## config.mk

```make
export PLATFORM = sky130hd
export DESIGN_NAME = foc_fast_osc_control
export DESIGN_NICKNAME = d
export VERILOG_FILES = /design/src/verilog/foc_pkg.sv /design/src/verilog/foc_fast_osc_control.sv
export SDC_FILE = /design/constraint.sdc
export NUM_CORES = 1
export LEC_CHECK = 0
export BUFFER_PORTS_ARGS = -buffer_cell sky130_fd_sc_hd__buf_2
export CORE_MARGIN = 2
export CORE_UTILIZATION = 52
export CTS_BUF_LIST = sky130_fd_sc_hd__clkbuf_16
export DETAILED_ROUTE_END_ITERATION = 8
export GPL_TIMING_DRIVEN = 1
export PLACE_DENSITY = 0.79
export REMOVE_ABC_BUFFERS = 1
export SETUP_SLACK_MARGIN = 0.05
export SLEW_MARGIN = 10
export SYNTH_ARGS = -nofsm -noshare
export SYNTH_HDL_FRONTEND = slang
export SYNTH_SLANG_ARGS = --single-unit
```

## constraint.sdc

```tcl
create_clock -name clk -period 1.9 [get_ports clk]
set_input_delay 0 -clock clk [delete_from_list [all_inputs] [get_ports clk]]
set_output_delay 0 -clock clk [all_outputs]
set_load 0.1 [all_outputs]
```

## src/verilog/foc_pkg.sv

```systemverilog
// Functional notes
// - Oscillator runs in start-up, on converter request, or with keep-on enable set.
// - Converter in standby mode never requests the oscillator.
// - Keep-on cleared only by write of 0, or power-up reset after converter off.
// - Fast clock marked available only after two to three reference periods.
// - A 5-bit trim code drives the ring oscillator current; smaller is slower.
// - Top trim bit stored inverted so all-zero register gives nominal frequency.
// - Request clears counter, counts between two reference rising edges.
// - Rising edge of request bit starts one measurement of one reference period.
// - Count readable by processor; frequency is count times 76800 Hz.
// - Port writes and external fetch strobes wait for a running fast clock.
package foc_pkg;
    localparam int DATA_W = 8;
    localparam int ADDR_W = 8;
    localparam int TRIM_W = 5;
    localparam int COUNT_W = 8;
    localparam logic [ADDR_W-1:0] CTRL_ADDR = 8'hD3;
    localparam logic [ADDR_W-1:0] COUNT_ADDR = 8'hD4;
    localparam int KEEP_ON_BIT = 7;
    localparam int TRIM_LSB = 1;
    localparam int TRIM_MSB = 5;
    localparam int MEAS_REQ_BIT = 0;
    localparam logic [DATA_W-1:0] CTRL_RESET = 8'h00;
    localparam logic [COUNT_W-1:0] COUNT_RESET = 8'h00;
    localparam logic [DATA_W-1:0] READ_UNMAPPED = 8'h00;
    localparam int REF_FREQ_HZ = 76800;
    localparam int CLK_FREQ_HZ = 40000000;
    // Edges counted from an arbitrary phase: 3 edges span 2 to 3 periods
    localparam logic [1:0] STARTUP_REF_EDGES = 2'h3;
    typedef enum logic [2:0] {
        FOC_MEAS_IDLE = 3'b001,
        FOC_MEAS_ARM = 3'b010,
        FOC_MEAS_COUNT = 3'b100
    } foc_meas_state_t;
endpackage
```

## src/verilog/foc_fast_osc_control.sv

```systemverilog
`timescale 1ns/100ps
module foc_fast_osc_control (
    input wire logic clk,
    input wire logic rst,
    input wire logic [foc_pkg::ADDR_W-1:0] sfr_addr,
    input wire logic sfr_wr_en,
    input wire logic sfr_rd_en,
    input wire logic [foc_pkg::DATA_W-1:0] sfr_wdata,
    output logic [foc_pkg::DATA_W-1:0] sfr_rdata,
    input wire logic startup_phase,
    input wire logic dcdc_clk_request,
    input wire logic dcdc_standby,
    input wire logic dcdc_off,
    input wire logic power_up_reset,
    input wire logic osc_clk_in,
    input wire logic ref_clk_in,
    input wire logic port_write_req,
    input wire logic code_fetch_req,
    output logic osc_enable,
    output logic [foc_pkg::TRIM_W-1:0] oscillator_current_trim,
    output logic fast_clk_ready,
    output logic measure_busy,
    output logic port_write_ack,
    output logic external_program_read_strobe
);
    import foc_pkg::*;

    logic [DATA_W-1:0] ctrl;
    logic [DATA_W-1:0] next_ctrl;
    logic [COUNT_W-1:0] fast_osc_measured_count;
    logic [COUNT_W-1:0] next_fast_osc_measured_count;
    logic [DATA_W-1:0] next_sfr_rdata;
    logic off_seen;
    logic next_off_seen;
    logic req_prev;
    logic next_req_prev;
    foc_meas_state_t state;
    foc_meas_state_t next_state;
    logic [1:0] startup_cnt;
    logic [1:0] next_startup_cnt;
    logic next_osc_enable;
    logic next_fast_clk_ready;
    logic next_strobe;
    logic [2:0] osc_sync;
    logic [2:0] ref_sync;
    logic [2:0] next_osc_sync;
    logic [2:0] next_ref_sync;
    logic [TRIM_W-1:0] next_trim;
    logic osc_rise;
    logic ref_rise;
    logic ctrl_wr;
    logic hw_request;

    // Second stage onward only; first stage feeds nothing else
    assign osc_rise = osc_sync[1] & ~osc_sync[2];
    assign ref_rise = ref_sync[1] & ~ref_sync[2];
    assign ctrl_wr = sfr_wr_en && (sfr_addr == CTRL_ADDR);
    assign hw_request = startup_phase
                        | (dcdc_clk_request & ~dcdc_standby);

    always_comb
    begin
        next_ctrl = ctrl;
        next_off_seen = off_seen | dcdc_off;
        if (ctrl_wr)
        begin
            next_ctrl = sfr_wdata;
            next_ctrl[6] = 1'b0;
        end
        // A power-up reset drops keep-on only after an off state
        if (power_up_reset && off_seen)
        begin
            next_ctrl[KEEP_ON_BIT] = 1'b0;
            next_off_seen = dcdc_off;
        end
        // Taken from the new value so trim moves with the register
        next_trim = {~next_ctrl[TRIM_MSB],
                     next_ctrl[TRIM_MSB-1:TRIM_LSB]};
    end

    always_comb
    begin
        next_osc_enable = hw_request | ctrl[KEEP_ON_BIT];
        next_startup_cnt = startup_cnt;
        next_fast_clk_ready = fast_clk_ready;
        if (!osc_enable)
        begin
            next_startup_cnt = 2'h0;
            next_fast_clk_ready = 1'b0;
        end
        else if (!fast_clk_ready && ref_rise)
        begin
            next_startup_cnt = startup_cnt + 2'h1;
            if (startup_cnt + 2'h1 == STARTUP_REF_EDGES)
            begin
                next_fast_clk_ready = 1'b1;
            end
        end
    end

    always_comb
    begin
        next_req_prev = ctrl[MEAS_REQ_BIT];
        next_state = state;
        next_fast_osc_measured_count = fast_osc_measured_count;
        case (state)
            FOC_MEAS_IDLE:
            begin
                // Bit is level; software must lower it again
                if (ctrl[MEAS_REQ_BIT] && !req_prev)
                begin
                    next_fast_osc_measured_count = COUNT_RESET;
                    next_state = FOC_MEAS_ARM;
                end
            end
            FOC_MEAS_ARM:
            begin
                if (ref_rise)
                begin
                    next_state = FOC_MEAS_COUNT;
                end
            end
            FOC_MEAS_COUNT:
            begin
                if (ref_rise)
                begin
                    next_state = FOC_MEAS_IDLE;
                end
                else if (osc_rise)
                begin
                    next_fast_osc_measured_count =
                        fast_osc_measured_count + 8'h01;
                end
            end
            default:
            begin
                next_state = FOC_MEAS_IDLE;
            end
        endcase
    end

    always_comb
    begin
        next_sfr_rdata = sfr_rdata;
        if (sfr_rd_en)
        begin
            case (sfr_addr)
                CTRL_ADDR: next_sfr_rdata = ctrl;
                COUNT_ADDR: next_sfr_rdata = fast_osc_measured_count;
                default: next_sfr_rdata = READ_UNMAPPED;
            endcase
        end
        // Strobe aligned to a fast clock edge; no clock means no strobe
        next_strobe = code_fetch_req & fast_clk_ready & osc_rise;
    end

    // Ack waits for the clock so a stopped oscillator stalls the write
    assign port_write_ack = port_write_req & fast_clk_ready;
    assign measure_busy = (state != FOC_MEAS_IDLE);

    always_comb
    begin
        next_osc_sync = {osc_sync[1:0], osc_clk_in};
        next_ref_sync = {ref_sync[1:0], ref_clk_in};
    end

    always_ff @(posedge clk or posedge rst)
    begin
        if (rst)
        begin
            ctrl <= CTRL_RESET;
            off_seen <= 1'b0;
            oscillator_current_trim <= {~CTRL_RESET[TRIM_MSB],
                                        CTRL_RESET[TRIM_MSB-1:TRIM_LSB]};
        end
        else
        begin
            ctrl <= next_ctrl;
            off_seen <= next_off_seen;
            oscillator_current_trim <= next_trim;
        end
    end

    always_ff @(posedge clk or posedge rst)
    begin
        if (rst)
        begin
            osc_enable <= 1'b0;
            startup_cnt <= 2'h0;
            fast_clk_ready <= 1'b0;
        end
        else
        begin
            osc_enable <= next_osc_enable;
            startup_cnt <= next_startup_cnt;
            fast_clk_ready <= next_fast_clk_ready;
        end
    end

    always_ff @(posedge clk or posedge rst)
    begin
        if (rst)
        begin
            req_prev <= 1'b0;
            state <= FOC_MEAS_IDLE;
            fast_osc_measured_count <= COUNT_RESET;
        end
        else
        begin
            req_prev <= next_req_prev;
            state <= next_state;
            fast_osc_measured_count <= next_fast_osc_measured_count;
        end
    end

    always_ff @(posedge clk or posedge rst)
    begin
        if (rst)
        begin
            sfr_rdata <= READ_UNMAPPED;
            external_program_read_strobe <= 1'b0;
        end
        else
        begin
            sfr_rdata <= next_sfr_rdata;
            external_program_read_strobe <= next_strobe;
        end
    end

    always_ff @(posedge clk or posedge rst)
    begin
        if (rst)
        begin
            osc_sync <= 3'h0;
            ref_sync <= 3'h0;
        end
        else
        begin
            osc_sync <= next_osc_sync;
            ref_sync <= next_ref_sync;
        end
    end
endmodule

```

==> impl_results.md <==
* Status: complete, no violations
* Fraction of registers with async set/reset at 100%
* Total power at ~2300 uW
* Met3 wire len at ~220 um
* Clk slew on worst S/H paths at ~0.060 ns
* Avg Cell Area, Syn at 11.3 um^2
* Period minus WS final at approximately 1.8 ns
* Met1 WL at 1740 um
* Syn. warnings at 0
* Fmax at approximately 560 MHz
* Crit path DAT at ~2.0 ns
* Initial antenna violation count at 0
* IO Port Bufs at 45
* Worst hold slack at ~0.049 ns
* Die Y at between 60 and 70 um
* # placed instances at 247
* Final std cells w/o fill at ~270
* Die ar. at just under 0.004 mm^2
* Iteration-0 DRC Markers at 86
* Via count at 1479
* Die W at around 63 um
* Worst vdd ir at 0.000749 V
* Worst skew pair latency at between 0.2 and 0.3 ns
* Hold path depth at 2
* Cells after synthesis at 160
* Grt ovf at 0
* Largest fanout on the critical path at 7
* PwrDens at roughly 950 mW/mm^2
* Largest net degree at the start of global routing at 41
* Row count at 21
* Finish-stage setup viols at 0
* RSZ-0062 raised after global routing: no
* Worst EP required at roughly 2.1 ns
* CTS Root Cell: clkbuf_16
* CTS buffer count at 5
* Layout fillers at between 200 and 250
* Share of cells above drive strength 1 at about a third
* DRC at 0
* Core Region at 0.00334 mm^2
* Vias in the first global route at 1524
* Ant. Diodes at 0
* Cell Area, Synth at roughly 0.0018 mm^2
* Most frequent cells in the layout: buf_2, dfrtp_1, dlygate4sd3_1, inv_1, nor2_1
* CTS tree: built
* Distinct cell type count after synthesis at 44
* Pin slew with the least headroom to its limit at ~0.57 ns
* Yosys reg bits at 40
* R2R Setup Slk at roughly 0.1 ns
* Gr usage total at between 20% and 30%
* Post-synth EDFFs at 0
* Metal2 WL at about 2200 um
* Slew Viols, Final at 0
* Sequential area share after synthesis at between 50% and 60%
* Max-slew headroom at between 60% and 70%
* Final Wtd Congestion at between 0.9 and 1
* Pre-antenna DRT Iters at 4
* Wire per inst at about 16 um
* DR vias/cell at about 5.5
* First-pass GRT wire length at about 7100 um
* CP Capture Type: flop
* Post-CTS Setup Inserts at 0
* Routed WL at ~4300 um
* Reg-to-Reg Start: state[0]
* H-tree levels at 2
* CTS sink cnt at 40
* Worst flop-to-flop path endpoint: fast_osc_measured_count[4]
* Net count, final at 255
* Commonest non-fill, non-tap cell in the layout: buf_2
* Top_reg_cell synth: dfrtp_1
* R2R cell count at 4
* CP endpoint: fast_osc_measured_count[4]
* HP Class: in -> reg
* Max cap viols at 0
* Max clock buf depth at 2
* Final HPWL DP at around 2700 um
* Post-route ant nets at 0
* Worst setup path category: reg -> reg
* Starting density of the core at 54.1%
* Final Cycle Share at 94.7%
* Area growth, synth to finish at 36.2%
* Num ports at 47
* Clock skew at 0.00210 ns
* Fin. Hold Viols at 0
* Leakage power at roughly 0.0012 uW
* CP Launch Point: state[0]
* Top Layer Used: met4
* CP Launch Type: flop
[logic make-up after synthesis]
family,synth area share (%)
adders and majority gates,1.39
DFF,55.6
AOI/OAI and AO/OA,13.2
muxes,7.35
buffers and inverters,5.27
and+or+nand+nor,17.1
[per-stage QoR]
stage          area [um^2]  setup TNS [ns]  setup slack [ns]  utilization (%)
2_1_floorplan         1760         -0.0389           -0.0195                -
3_3_place_gp          2070               0             0.138             61.9
3_5_place_dp          2070               0            0.0683             61.9
4_1_cts               2440               0            0.0505             73.2
5_1_grt               2460               0            0.0415             73.6
6_report              2460               0             0.101             73.6
[power by group]
part	switching (uW)	total [uW]	internal, uW
logic	144	222	78.0
clock network	333	1220	885
registers	18.4	897	878
total	496	2340	1840
[cell type report]
type | count | area, um^2 | area share, %
flip-flops and latches | 40 | 1000 | 40.8
multi-input cells | 99 | 721 | 29.3
repair buffers | 64 | 408 | 16.6
clock buffers | 5 | 125 | 5.09
clock inverters | 3 | 90.1 | 3.67
well taps | 46 | 57.6 | 2.34
inverters | 14 | 52.6 | 2.14
[critical path: stages, from the launching register on]
cell	delay, ns
dfstp_2	0.57
or3b_4	0.41
or2_4	0.26
a2111oi_2	0.34
a211o_1	0.15
[how the worst min path moves through the flow]
| stage | slack (ns) | from | end |
|---|---|---|---|
| final | 0.05 | sfr_rd_en | sfr_rdata[7] |
| after global routing | 0.06 | sfr_rd_en | sfr_rdata[7] |
| after CTS | 0.04 | sfr_rd_en | sfr_rdata[7] |
| after detailed placement | 0.11 | ref_clk_in | ref_sync[0] |
| after global placement | 0.11 | osc_clk_in | osc_sync[0] |
| after floorplan | 0.03 | osc_clk_in | osc_sync[0] |
[routing by layer]
metal / GRT usage (%) / vias up
met2: 40.8 / 47
met3: 6.13 / 13
met5: 0 / -
met4: 9.44 / 0
li1: - / 699
met1: 27.6 / 720
[registers in the layout, indices dropped and copies added, names as in the netlist, named ones only]
signal and flops:
ctrl 2, fast_clk_ready 1, state 3, oscillator_current_trim 5, sfr_rdata 8, osc_sync 3
ref_sync 3, off_seen 1, req_prev 1, startup_cnt 2, external_program_read_strobe 1, fast_osc_measured_count 8
osc_enable 1
[synth_stat cells, types with 2 or more instances]
master / instances / share of area [%]
a211o_1: 2 / 0.97
ha_1: 2 / 1.4
nor3b_1: 2 / 0.83
nor3_1: 2 / 0.55
mux2_2: 6 / 3.7
nor2_1: 10 / 2.1
nand2_1: 6 / 1.2
dfstp_2: 2 / 2.9
o21ai_0: 5 / 1.4
nand2b_1: 2 / 0.69
a2111oi_0: 2 / 0.97
or3_1: 2 / 0.69
and3_1: 2 / 0.69
dfrtp_1: 38 / 53
inv_1: 14 / 2.9
a21boi_0: 2 / 0.83
nand3_1: 4 / 1.1
mux2i_1: 5 / 2.8
a22oi_1: 7 / 2.9
o22ai_1: 7 / 2.4
buf_4: 4 / 1.7
a21o_1: 2 / 0.83
nand3b_1: 2 / 0.83
nor2b_1: 3 / 1.0
nor4_1: 2 / 0.69
or3b_4: 2 / 1.2
a21oi_1: 5 / 1.4
clkbuf_1: 2 / 0.42
[timing repair]
item	4_1_cts	5_1_grt
pin swaps	0	1
resized for setup	1	4
hold buffers	16	0
setup endpoints to repair	1	3
endpoints found under the hold margin	51	0
(Power assumes the default switching activity.)
